### src/core/gear_pkg.sv
// Purpose: Constants and types shared by both ends of the gear link
// Assumes: 50 MHz core_clk, synchronous active-high rst
// Notes: How it works list below
//
// How it works
// - Resolution is 1000 times numerator over denominator
// - Accept resolution 100 to 10000, default 1000
// - Out-of-range resolution raises gear info flag
// - Restart or configure escalates info to alarm
// - Source select: 0 sensor values, 1 manual
// - Gear denominator and numerator, both default 1
// - Source select change waits for power cycle
// - Preset zero: clear position to zero on resolution change
// - Nonzero preset: host repeats preset after change
// - Phase A/B pulses track motor motion
// - Pulse resolution latched at power-on, follows changes
// - Factory state prefers sensor fixed values
// - Any parameter write switches all to driver
// - Bulk copy skips manual-written parameters
// - Host restarts power after bulk copy
// - Report active, driver and sensor values
// - Keep power five seconds after write; else alarm
package gear_pkg;
	// ==========================================================
	// Numeric constants
	localparam logic [15:0] base_res = 16'h03e8;
	localparam logic [31:0] res_min = 32'h0000_0064;
	localparam logic [31:0] res_max = 32'h0000_2710;
	localparam logic [15:0] res_default = 16'h03e8;
	localparam logic [15:0] gear_default = 16'h0001;
	localparam logic [15:0] preset_default = 16'h0000;
	localparam logic sel_sensor = 1'b0;
	localparam logic sel_manual = 1'b1;
	localparam int clk_mhz = 50;
	localparam int nv_hold_s = 5;
	localparam longint nv_hold_cyc = longint'(nv_hold_s) * clk_mhz * 1000000;
	// ==========================================================
	// Parameter identifiers on the link
	localparam logic [2:0] pid_gear_den = 3'h0;
	localparam logic [2:0] pid_gear_num = 3'h1;
	localparam logic [2:0] pid_mech_sel = 3'h2;
	localparam logic [2:0] pid_preset = 3'h3;
	// Read view selector
	localparam logic [1:0] view_active = 2'h0;
	localparam logic [1:0] view_driver = 2'h1;
	localparam logic [1:0] view_sensor = 2'h2;
	// ==========================================================
	// Commands
	typedef enum logic [2:0] {
		cmd_none, cmd_write, cmd_read, cmd_configure,
		cmd_copy_sensor, cmd_nv_save, cmd_preset
	} cmd_t;
	// ==========================================================
	// APB register offsets of the host end
	localparam logic [7:0] reg_ctrl = 8'h00;
	localparam logic [7:0] reg_wdata = 8'h04;
	localparam logic [7:0] reg_status = 8'h08;
	localparam logic [7:0] reg_rdata = 8'h0c;
	localparam logic [7:0] reg_count = 8'h10;
	// Ctrl fields
	localparam int ctrl_cmd_lsb = 0;
	localparam int ctrl_pid_lsb = 4;
	localparam int ctrl_view_lsb = 8;
	localparam int ctrl_go_bit = 31;
	// Status fields
	localparam int st_busy_bit = 0;
	localparam int st_info_bit = 1;
	localparam int st_alarm_bit = 2;
	localparam int st_mem_bit = 3;

	function automatic logic [31:0] calc_res(input logic [15:0] num,
		input logic [15:0] den);
		logic [31:0] p;
		p = 32'(num) * 32'(base_res);
		calc_res = (den == 16'h0000) ? 32'h0000_0000 : p / 32'(den);
	endfunction : calc_res

	function automatic logic res_ok(input logic [31:0] r);
		res_ok = (r >= res_min) && (r <= res_max);
	endfunction : res_ok
endpackage : gear_pkg

### src/core/gear_link_if.sv
// Purpose: Command and pulse link between host and servo parameter logic
// Assumes: Single core_clk domain
// Notes: Request valid held until ack pulse
`timescale 1ns/1ps
`default_nettype none
interface gear_link_if import gear_pkg::*; ();
	logic req;
	cmd_t cmd;
	logic [2:0] pid;
	logic [1:0] view;
	logic [15:0] wdata;
	logic ack;
	logic [15:0] rdata;
	logic power_cycle;
	logic info_gear;
	logic alarm_gear;
	logic alarm_mem;
	logic phase_a_position_output;
	logic phase_b_position_output;
	modport drv (input req, cmd, pid, view, wdata, power_cycle,
		output ack, rdata, info_gear, alarm_gear, alarm_mem,
		phase_a_position_output, phase_b_position_output);
	modport hst (output req, cmd, pid, view, wdata, power_cycle,
		input ack, rdata, info_gear, alarm_gear, alarm_mem,
		phase_a_position_output, phase_b_position_output);
endinterface : gear_link_if
`default_nettype wire

### src/core/gear_drive.sv
// Purpose: Servo-side gear parameters, resolution check and A/B pulses
// Assumes: Link from same clock; motor steps from outside, synchronised
// Notes: power_cycle models control power restart
`timescale 1ns/1ps
`default_nettype none
module gear_drive import gear_pkg::*; #(
	parameter longint nv_hold = nv_hold_cyc,
	parameter logic [15:0] sensor_den = 16'h000a,
	parameter logic [15:0] sensor_num = 16'h000c,
	parameter logic sensor_sel = 1'b0
) (
	// Clock and reset
	input wire logic core_clk,
	input wire logic rst,
	input wire logic clk_en,
	// Link
	gear_link_if.drv link,
	// Motor motion and power
	input wire logic motor_step,
	input wire logic motor_dir,
	input wire logic power_fail,
	output logic [31:0] position,
	output logic [31:0] resolution
);
	// ==========================================================
	// State
	typedef struct packed {
		logic [15:0] drv_den, drv_num, drv_preset;
		logic drv_sel, sel_act, use_drv;
		logic [15:0] man_mask;
		logic info, alarm, mem_alarm;
		logic [31:0] res, pulse_res, pos;
		logic [15:0] acc;
		logic [1:0] quad;
		logic nv_busy;
		logic [63:0] nv_cnt;
		logic ack;
		logic [15:0] rdata;
		logic s1, s2, s3, d1, d2, p1, p2;
	} st_t;
	st_t s_q, s_d;
	logic [15:0] act_den, act_num;
	logic [31:0] new_res;
	logic step_rise;

	always_comb begin
		// Sensor fixed values in factory state, driver after a write
		act_den = s_q.use_drv ? s_q.drv_den : sensor_den;
		act_num = s_q.use_drv ? s_q.drv_num : sensor_num;
		step_rise = s_q.s2 && !s_q.s3;
		new_res = calc_res(act_num, act_den);
	end

	always_comb begin
		s_d = s_q;
		s_d.s1 = motor_step;
		s_d.s2 = s_q.s1;
		s_d.s3 = s_q.s2;
		s_d.d1 = motor_dir;
		s_d.d2 = s_q.d1;
		s_d.p1 = power_fail;
		s_d.p2 = s_q.p1;
		s_d.ack = 1'b0;
		// Range check on every gear change, flag held until valid
		if (res_ok(new_res)) begin
			s_d.info = 1'b0;
			if (new_res != s_q.res) begin
				s_d.res = new_res;
				s_d.pulse_res = new_res;
				if (s_q.drv_preset == preset_default)
					s_d.pos = 32'h0000_0000;
			end
		end else begin
			s_d.info = 1'b1;
		end
		// Non-volatile hold window
		if (s_q.nv_busy) begin
			if (s_q.p2)
				s_d.mem_alarm = 1'b1;
			if (s_q.nv_cnt == 64'(nv_hold))
				s_d.nv_busy = 1'b0;
			else
				s_d.nv_cnt = s_q.nv_cnt + 64'h1;
		end
		// Motion: quadrature phase and counted position
		if (step_rise) begin
			s_d.quad = s_q.d2 ? s_q.quad + 2'h1 : s_q.quad - 2'h1;
			s_d.pos = s_q.d2 ? s_q.pos + 32'h1 : s_q.pos - 32'h1;
		end
		if (link.power_cycle) begin
			s_d.sel_act = s_q.drv_sel;
			s_d.pulse_res = s_q.res;
			if (s_q.info)
				s_d.alarm = 1'b1;
		end else if (link.req && !s_q.ack) begin
			s_d.ack = 1'b1;
			case (link.cmd)
				cmd_write: begin
					s_d.use_drv = 1'b1;
					if (s_q.sel_act == sel_manual)
						s_d.man_mask[link.pid] = 1'b1;
					case (link.pid)
						pid_gear_den: s_d.drv_den = link.wdata;
						pid_gear_num: s_d.drv_num = link.wdata;
						pid_mech_sel: s_d.drv_sel = link.wdata[0];
						pid_preset: s_d.drv_preset = link.wdata;
						default: ;
					endcase
				end
				cmd_configure: begin
					if (s_q.info)
						s_d.alarm = 1'b1;
				end
				cmd_copy_sensor: begin
					if (!s_q.man_mask[pid_gear_den])
						s_d.drv_den = sensor_den;
					if (!s_q.man_mask[pid_gear_num])
						s_d.drv_num = sensor_num;
					if (!s_q.man_mask[pid_mech_sel])
						s_d.drv_sel = sensor_sel;
				end
				cmd_nv_save: begin
					s_d.nv_busy = 1'b1;
					s_d.nv_cnt = 64'h0;
				end
				cmd_preset: s_d.pos = 32'(s_q.drv_preset);
				cmd_read: begin
					// Three views for gear den, gear num and source select; preset reads the driver value
					case ({link.view, link.pid})
						{view_active, pid_gear_den}: s_d.rdata = act_den;
						{view_active, pid_gear_num}: s_d.rdata = act_num;
						{view_active, pid_mech_sel}:
							s_d.rdata = 16'(s_q.sel_act);
						{view_driver, pid_gear_den}: s_d.rdata = s_q.drv_den;
						{view_driver, pid_gear_num}: s_d.rdata = s_q.drv_num;
						{view_driver, pid_mech_sel}:
							s_d.rdata = 16'(s_q.drv_sel);
						{view_sensor, pid_gear_den}: s_d.rdata = sensor_den;
						{view_sensor, pid_gear_num}: s_d.rdata = sensor_num;
						{view_sensor, pid_mech_sel}:
							s_d.rdata = 16'(sensor_sel);
						default: s_d.rdata = s_q.drv_preset;
					endcase
				end
				default: ;
			endcase
		end
	end

	always_ff @(posedge core_clk) begin
		if (rst) begin
			s_q <= '0;
			s_q.drv_den <= gear_default;
			s_q.drv_num <= gear_default;
			s_q.drv_sel <= sel_sensor;
			s_q.sel_act <= sel_sensor;
			s_q.res <= 32'(res_default);
			s_q.pulse_res <= 32'(res_default);
		end else if (clk_en) begin
			s_q <= s_d;
		end
	end

	assign link.ack = s_q.ack;
	assign link.rdata = s_q.rdata;
	assign link.info_gear = s_q.info;
	assign link.alarm_gear = s_q.alarm;
	assign link.alarm_mem = s_q.mem_alarm;
	assign link.phase_a_position_output = s_q.quad[1];
	assign link.phase_b_position_output = s_q.quad[1] ^ s_q.quad[0];
	assign position = s_q.pos;
	assign resolution = s_q.pulse_res;
endmodule : gear_drive
`default_nettype wire

### src/flat_wrapper.sv
// flat-port wrapper written by rule: the top's interface ports become plain ports
module gear_drive_flat import gear_pkg::*;
#(
	parameter longint nv_hold = nv_hold_cyc,
	parameter logic [15:0] sensor_den = 16'h000a,
	parameter logic [15:0] sensor_num = 16'h000c,
	parameter logic sensor_sel = 1'b0
)
  (core_clk, rst, clk_en, motor_step, motor_dir, power_fail, position, resolution, link_req, link_cmd, link_pid, link_view, link_wdata, link_power_cycle, link_ack, link_rdata, link_info_gear, link_alarm_gear, link_alarm_mem, link_phase_a_position_output, link_phase_b_position_output);
  gear_link_if link_i ();
  input wire logic core_clk;
  input wire logic rst;
  input wire logic clk_en;
  input wire logic motor_step;
  input wire logic motor_dir;
  input wire logic power_fail;
  output logic [31:0] position;
  output logic [31:0] resolution;
  input wire logic [$bits(link_i.req)-1:0] link_req;
  input wire logic [$bits(link_i.cmd)-1:0] link_cmd;
  input wire logic [$bits(link_i.pid)-1:0] link_pid;
  input wire logic [$bits(link_i.view)-1:0] link_view;
  input wire logic [$bits(link_i.wdata)-1:0] link_wdata;
  input wire logic [$bits(link_i.power_cycle)-1:0] link_power_cycle;
  output wire logic [$bits(link_i.ack)-1:0] link_ack;
  output wire logic [$bits(link_i.rdata)-1:0] link_rdata;
  output wire logic [$bits(link_i.info_gear)-1:0] link_info_gear;
  output wire logic [$bits(link_i.alarm_gear)-1:0] link_alarm_gear;
  output wire logic [$bits(link_i.alarm_mem)-1:0] link_alarm_mem;
  output wire logic [$bits(link_i.phase_a_position_output)-1:0] link_phase_a_position_output;
  output wire logic [$bits(link_i.phase_b_position_output)-1:0] link_phase_b_position_output;
  assign link_i.req = link_req;
  assign link_i.cmd = link_cmd;
  assign link_i.pid = link_pid;
  assign link_i.view = link_view;
  assign link_i.wdata = link_wdata;
  assign link_i.power_cycle = link_power_cycle;
  assign link_ack = link_i.ack;
  assign link_rdata = link_i.rdata;
  assign link_info_gear = link_i.info_gear;
  assign link_alarm_gear = link_i.alarm_gear;
  assign link_alarm_mem = link_i.alarm_mem;
  assign link_phase_a_position_output = link_i.phase_a_position_output;
  assign link_phase_b_position_output = link_i.phase_b_position_output;
  gear_drive #(.nv_hold(nv_hold), .sensor_den(sensor_den), .sensor_num(sensor_num), .sensor_sel(sensor_sel)) u_core (.core_clk(core_clk), .rst(rst), .clk_en(clk_en), .link(link_i), .motor_step(motor_step), .motor_dir(motor_dir), .power_fail(power_fail), .position(position), .resolution(resolution));
endmodule
### config.mk
export PLATFORM = sky130hd
export DESIGN_NAME = gear_drive_flat
export DESIGN_NICKNAME = d
export VERILOG_FILES = /design/src/core/gear_pkg.sv /design/src/core/gear_link_if.sv /design/src/core/gear_drive.sv /design/src/flat_wrapper.sv
export SDC_FILE = /design/constraint.sdc
export NUM_CORES = 2
export LEC_CHECK = 0
export BUFFER_PORTS_ARGS = -buffer_cell sky130_fd_sc_hd__clkbuf_2
export CORE_ASPECT_RATIO = 0.75
export CORE_MARGIN = 2
export CORE_UTILIZATION = 30
export DETAILED_ROUTE_END_ITERATION = 16
export GPL_ROUTABILITY_DRIVEN = 0
export GPL_TIMING_DRIVEN = 0
export PLACE_DENSITY_LB_ADDON = 0.3
export SLEW_MARGIN = 5
export SYNTH_ARGS = -nofsm -noshare
export SYNTH_HDL_FRONTEND = slang
export SYNTH_SLANG_ARGS = --single-unit
### constraint.sdc
create_clock -name core_clk -period 94.6 [get_ports core_clk]
set_input_delay 4.73 -clock core_clk [delete_from_list [all_inputs] [get_ports core_clk]]
set_output_delay 4.73 -clock core_clk [all_outputs]
set_load 0.01 [all_outputs]
== Word-level counts from Yosys, hierarchy flattened ==
Index checks and enable logic that the tools add are counted.
Word-level totals
  bits of input ports: 32
  bits in registers: 257
  logic and storage cells: 128
  output and inout port bits: 86
Cells by class
  divide/modulo/power cells: 1
  equality and inequality tests: 25
  $add $sub $neg: 5
  muxes and demuxes: 36
  bitwise gates (word level): 3
  magnitude comparators: 4
  multipliers: 1
  reductions and logical operators: 28
Operator list (number)
  32-bit 2-to-1 mux: 8
  64-bit 2-to-1 mux: 3
  82-bit 2-to-1 mux: 2
  16-bit case mux with 9 select lines: 1
  65-bit 2-to-1 mux: 2
  16-bit 2-to-1 mux: 7
  64-bit by 1-bit adder with 64-bit output (second input constant): 1
  64-bit by 28-bit == test with 1-bit output (second input constant): 1
  32-bit case mux with 2 select lines: 1
  32-bit by 1-bit adder with 32-bit output (second input constant): 1
  26-bit by 16-bit divider with 32-bit output: 1
  32-bit by 7-bit greater-or-equal comparator with 1-bit output (second input constant): 1
  32-bit by 14-bit <= comparator with 1-bit output (second input constant): 1
  16-bit zero test: 2
  32-bit != test: 1
  32-bit by 1-bit subtractor with 32-bit output (second input constant): 1
  16-bit by 7-bit multiplier with 23-bit output (second input constant): 1
  6-bit AND reduction: 3
  16-bit by 8-bit bitwise OR with 16-bit output: 1
  5-bit by 4-bit == test with 1-bit output (second input constant): 3
  5-bit == test (second input constant): 3
  3-bit by 2-bit == test with 1-bit output (second input constant): 4
  2-bit != test (second input constant): 6
  3-bit AND reduction: 4
  22 further kinds: 44

== Depth between registers and ports, before layout ==
  depth after elaboration: 11
  mapped depth: 480
  gate-level depth less buffers: 437

== Worst setup path before layout ==
Ideal clock, no wire load.
  path kind: register to register
  from: reg u_core.s_q[222] in the netlist's numbering
  to: reg u_core.s_q, in the netlist u_core.position[21]
  clock period less this slack: 93.212 ns
  cell stages (with the launch flop): 455
  required time: 94.477 ns
  setup time: 0.123 ns
  arrival time: 93.090 ns
  setup slack: 1.388 ns
  path buffers: 56
  path through: dfxtp_1 -> clkbuf_1 -> clkbuf_1 -> clkbuf_1 -> clkbuf_1 -> buf_1 -> nand2_1 -> ha_1 -> o211ai_1 -> nand2_1 -> o21bai_1 -> o31ai_1 -> ha_1 -> or3_1 -> o22ai_1 -> mux2i_1 -> and2_1 -> ha_1 -> [... 419 more ...] -> a21oi_1 -> nor2b_1 -> o21ai_0 -> nand2b_1 -> a21oi_1 -> nor2b_1 -> o21ai_0 -> nand2b_1 -> a221oi_1 -> o221ai_1 -> a2111o_1 -> a2111oi_2 -> a31oi_1 -> xnor2_2 -> a211o_1 -> a41o_2 -> buf_8 -> o2bb2ai_1
Between the ends
  cells in the longest elaborated chain, start to end: 11
  elaborated cells between the ends (all ways): 16
  those cells by class: mul: 1; div: 1; order compare: 2; eq/ne: 1; mux: 9; reduce/logical: 2
RTL lines
  from (decl): line gear_drive.sv:41  | st_t s_q, s_d;
  16-bit 2-to-1 mux: line gear_drive.sv:49  | act_num = s_q.use_drv ? s_q.drv_num : sensor_num;
  16-bit by 7-bit multiplier with 23-bit output: line gear_pkg.sv:74  | p = 32'(num) * 32'(base_res);
  26-bit by 16-bit divider with 32-bit output: line gear_pkg.sv:75  | calc_res = (den == 16'h0000) ? 32'h0000_0000 : p / 32'(den);
  32-bit 2-to-1 mux *: line gear_pkg.sv:75
  32-bit by 7-bit greater-or-equal comparator with 1-bit output (tied with other cells): line gear_pkg.sv:79  | res_ok = (r >= res_min) && (r <= res_max);
  1-bit logical AND / 64-bit 2-to-1 mux (equally long branches): line gear_pkg.sv:79, gear_drive.sv:67
  64-bit 2-to-1 mux *: line gear_drive.sv:65  | if (res_ok(new_res)) begin
  32-bit 2-to-1 mux *: line gear_drive.sv:86  | if (step_rise) begin
  32-bit 2-to-1 mux: line gear_drive.sv:97  | case (link.cmd)
  32-bit 2-to-1 mux: line gear_drive.sv:95  | end else if (link.req && !s_q.ack) begin
  32-bit 2-to-1 mux *: line gear_drive.sv:90  | if (link.power_cycle) begin
Every way passes the cells marked *; elsewhere a longest branch is shown, timed or not. The select of a mux whose other input is x is not followed.
A chain may end at the register's enable or synchronous reset.

== Final worst setup path ==
  from: reg u_core.s_q[269] in the netlist's numbering
  to: reg u_core.s_q, in the netlist u_core.position[30]
Between the ends
  cells in the longest elaborated chain, start to end: 10
  elaborated cells between the ends (all ways): 14
  those cells by class: div: 1; order compare: 2; eq/ne: 1; mux: 8; reduce/logical: 2
RTL lines
  16-bit 2-to-1 mux *: line gear_drive.sv:48  | act_den = s_q.use_drv ? s_q.drv_den : sensor_den;
  26-bit by 16-bit divider with 32-bit output / 16-bit zero test (equally long branches): line gear_pkg.sv:75
  32-bit 2-to-1 mux *: line gear_pkg.sv:75
  32-bit by 7-bit greater-or-equal comparator with 1-bit output (tied with other cells): line gear_pkg.sv:79
  1-bit logical AND / 64-bit 2-to-1 mux (equally long branches): line gear_pkg.sv:79, gear_drive.sv:67
  64-bit 2-to-1 mux *: line gear_drive.sv:65
  32-bit 2-to-1 mux *: line gear_drive.sv:86
  32-bit 2-to-1 mux: line gear_drive.sv:97
  32-bit 2-to-1 mux: line gear_drive.sv:95
  32-bit 2-to-1 mux *: line gear_drive.sv:90
Marks and branches as above.

==> results.py <==
metrics = {
    "run_status": {
        "status": "completed",
    },
    "floorplanning": {
        "fp-row-count": 113,
        "die_h_microns": 312,
        "die_x_microns": 415,
        "design.core.area_sq_um": 126000,
        "num_io_pins": 118,
        "floorplan.die_area_sq_um": 130000,
        "floorplan.initialDensity": 0.301,
    },
    "finish": {
        "layout.filler_cells": 13300,
        "multi_input_area_sq_um": 32600,
        "flow.area_growth_from_synthesis_pct": 18.6,
        "final_non_filler_cells": 7136,
        "final_layout_size_suffix_gt1_frac": 0.165,
        "fin_nets": 5998,
        "sequential_cell_area_sq_um": 4890,
    },
    "yosys": {
        "synthesis.area_sq_um": 38000,
        "postSynth.asyncResetShare": 0,
        "synthTopCellsByArea": "sky130_fd_sc_hd__ha_1, sky130_fd_sc_hd__dfxtp_1, sky130_fd_sc_hd__a21oi_1, sky130_fd_sc_hd__nor2_1, sky130_fd_sc_hd__nand2_1",
        "postSynthCellCount": 5141,
        "synth_cell_type_count": 122,
        "synth-main-ff-cell": "sky130_fd_sc_hd__dfxtp_1",
        "synth_largest_type_area_fraction": 0.155,
        "ys_ff_latch": 244,
        "synth-edff-count": 0,
        "ys_seq_area_frac": 0.129,
        "synth-warning-count": 0,
        "yosysMostFrequentCell": "sky130_fd_sc_hd__nor2_1",
        "netlist.top_cell.by_area": "sky130_fd_sc_hd__ha_1",
        "synth_common_cells": "sky130_fd_sc_hd__nor2_1, sky130_fd_sc_hd__nand2_1, sky130_fd_sc_hd__ha_1",
        "synth_area_per_cell_sq_um": 7.39,
    },
    "route": {
        "wirelength_microns": 135000,
        "drt_first_pass_iters": 5,
        "drt_first_iter_violations": 3208,
        "wire_per_inst_microns": 18.9,
        "drt.antenna.violating_nets": 0,
        "vias_per_cell": 5.58,
        "drc_errors": 0,
        "dr_total_vias": 39800,
    },
    "cts": {
        "clock_tree.htree_level_count": 1,
        "cts_tree": "built",
        "worst_skew_pair.late_latency_ns": 0.58,
        "clockBufferDepth": 3,
        "clk_pin_slew_ns": 0.06,
        "tritoncts.num_buffers": 29,
        "numClockSinks": 244,
        "holdBufCountCts": 0,
        "ctsRootBufferMaster": "sky130_fd_sc_hd__clkbuf_16",
    },
    "setup_path": {
        "crit_path_frequent_cell": "sky130_fd_sc_hd__o21a_1",
        "worst_ep_required_time_ns": 95.05,
        "critPathCaptureType": "flip-flop",
        "crit_path_max_fanout": 10,
        "register_to_register_setup_slack_ns": 4.41,
        "setup.worst_path.class": "reg2reg",
        "crit_arrival_ns": 90.64,
        "startpoint_kind_of_the_worst_setup_timing_path": "flip-flop",
        "crit_slowest_cell": "sky130_fd_sc_hd__a211oi_1",
        "slowest_delay_ns": 0.58,
    },
    "grt": {
        "grt.overflow.total": 0,
        "wire_length_of_the_first_global_routing_pass_microns": 207000,
        "grt_start_max_net_pins": 32,
        "grt.total_usage": 0.195,
        "first_global_vias": 36600,
        "grt_antenna_before_repair": 0,
    },
    "sta": {
        "slew_violations": 0,
        "finalClockSkew_ns": 0.0136,
        "holdWs_ns": 0.468,
        "tightestPinTransition_ns": 1.25,
        "totalNegativeSetupSlack_ns": 0,
        "achievable-frequency_mhz": 11.1,
        "finalHoldViolCount": 0,
        "fin_crit_ns": 90.19,
        "final-setup-viol-count": 0,
        "post-route-period-util": 0.953,
        "slew_headroom": 0.157,
    },
    "run": {
        "max-cap-violations": 0,
    },
    "placement": {
        "detailed_place_hpwl_microns": 107000,
        "dp.cells": 6936,
        "buffer_ports.inserted": 111,
    },
    "min_path": {
        "hold_path.class": "reg2reg",
    },
}
## path summary, 6_finish.rpt
check,startpoint,to,cells past startpoint
max reg2reg,u_core.s_q[269]$_SDFFE_PP0P_,u_core.position[30]$_SDFFE_PP0P_,451
min,u_core.s_q[208]$_SDFFE_PP0P_,u_core.s_q[208]$_SDFFE_PP0P_,2
min reg2reg,u_core.s_q[208]$_SDFFE_PP0P_,u_core.s_q[208]$_SDFFE_PP0P_,2
max,u_core.s_q[269]$_SDFFE_PP0P_,u_core.position[30]$_SDFFE_PP0P_,451
## logic make-up (layout without fill, tap and decap cells)
| logic type | Yosys count | count (layout) | share of synthesized area |
|---|---|---|---|
| AOI/OAI and AO/OA | 1536 | 1536 | 0.276 |
| xor gates and xnor gates | 306 | 306 | 0.0711 |
| adders and majority gates | 523 | 523 | 0.182 |
| buffers and inverters | 451 | 773 | 0.0548 |
| DFF | 244 | 244 | 0.129 |
| muxes | 123 | 123 | 0.0350 |
| other | 1 | 7 | 0.0000987 |
| and+or+nand+nor | 1957 | 1957 | 0.253 |
## final cells by class
| cell class | instances | share of cell area |
|---|---|---|
| clock buffers | 36 | 0.0171 |
| clock inverters | 17 | 0.00453 |
| multi-input cells | 4451 | 0.724 |
| flip-flops and latches | 244 | 0.109 |
| diodes | 1 | 0.0000556 |
| plain buffers | 242 | 0.0377 |
| repair buffers | 277 | 0.0454 |
| inverters | 201 | 0.0168 |
| well taps | 1667 | 0.0463 |
## sequential cells by signal, summed over array words and instances (netlist names)
register                             count
u_core.resolution                       32
u_core.link.rdata                       16
u_core.link.alarm_mem                    1
u_core.s_d                               4
u_core.link.phase_a_position_output      1
u_core.position                         32
u_core.s_q                             155
u_core.link.alarm_gear                   1
u_core.link.info_gear                    1
u_core.link.ack                          1
## per-stage QoR
step	worst slack, ns	area, sq um	util
2_1_floorplan	1.39	38000	-
3_3_place_gp	-22.25	40700	0.322
3_5_place_dp	-22.52	41000	0.325
4_1_cts	0.0238	43300	0.343
5_1_grt	-0.505	45000	0.357
6_report	4.41	45000	0.357
## layer usage
metal | wire length, microns | track usage | vias to the layer above
li1 | - | - | 19600
met1 | 67200 | 0.296 | 19000
met2 | 55900 | 0.292 | 1084
met3 | 7620 | 0.0179 | 145
met4 | 3820 | 0.0506 | 0
met5 | 0 | 0 | -
## cells in the final DEF, fill, tap and decap left out, types with 36 or more instances in the layout
cell type                  instances
sky130_fd_sc_hd__a21o_1           91
sky130_fd_sc_hd__clkbuf_2        116
sky130_fd_sc_hd__mux2_2           70
sky130_fd_sc_hd__nor4_1           38
sky130_fd_sc_hd__o21a_1          183
sky130_fd_sc_hd__dfxtp_1         243
sky130_fd_sc_hd__ha_1            459
sky130_fd_sc_hd__xnor2_1         169
sky130_fd_sc_hd__a31oi_1          43
sky130_fd_sc_hd__o21bai_1         36
sky130_fd_sc_hd__fa_1             49
sky130_fd_sc_hd__a22oi_1          52
sky130_fd_sc_hd__o211ai_1         44
sky130_fd_sc_hd__nor3_1          229
sky130_fd_sc_hd__xor2_1          135
sky130_fd_sc_hd__nand2_1         465
sky130_fd_sc_hd__o21ai_1          45
sky130_fd_sc_hd__clkbuf_1         72
sky130_fd_sc_hd__and2_1           62
sky130_fd_sc_hd__o21ai_0         166
sky130_fd_sc_hd__or3_1            60
sky130_fd_sc_hd__and3_1           45
sky130_fd_sc_hd__nor2b_1          54
sky130_fd_sc_hd__o31ai_1         102
sky130_fd_sc_hd__a21oi_1         370
sky130_fd_sc_hd__nor2_1          494
sky130_fd_sc_hd__nand4_1          59
sky130_fd_sc_hd__nand3_1         134
sky130_fd_sc_hd__buf_4           249
sky130_fd_sc_hd__nand2b_1         67
sky130_fd_sc_hd__inv_1           197
sky130_fd_sc_hd__mux2i_1          41
sky130_fd_sc_hd__or2_2            44
## what timing repair did
action	CTS	global route
setup buffers	44	109
pin swaps	38	95
setup endpoints to repair	97	97
cloned	0	1
resized for setup	272	257
## critical path, delay by kind of cell, from the launching register on
kind                       cells  cell delay, ns
xor gates and xnor gates       2            0.40
buffers and inverters         56            9.40
muxes                          8            2.37
and+or+nand+nor               91           16.56
adders and majority gates     30            8.60
AOI/OAI and AO/OA            264           52.09
DFF                            1            0.38
Power is left out: the tool's default activity adds up to more than one toggle a clock period on the data nets, which glitch-free logic cannot reach.
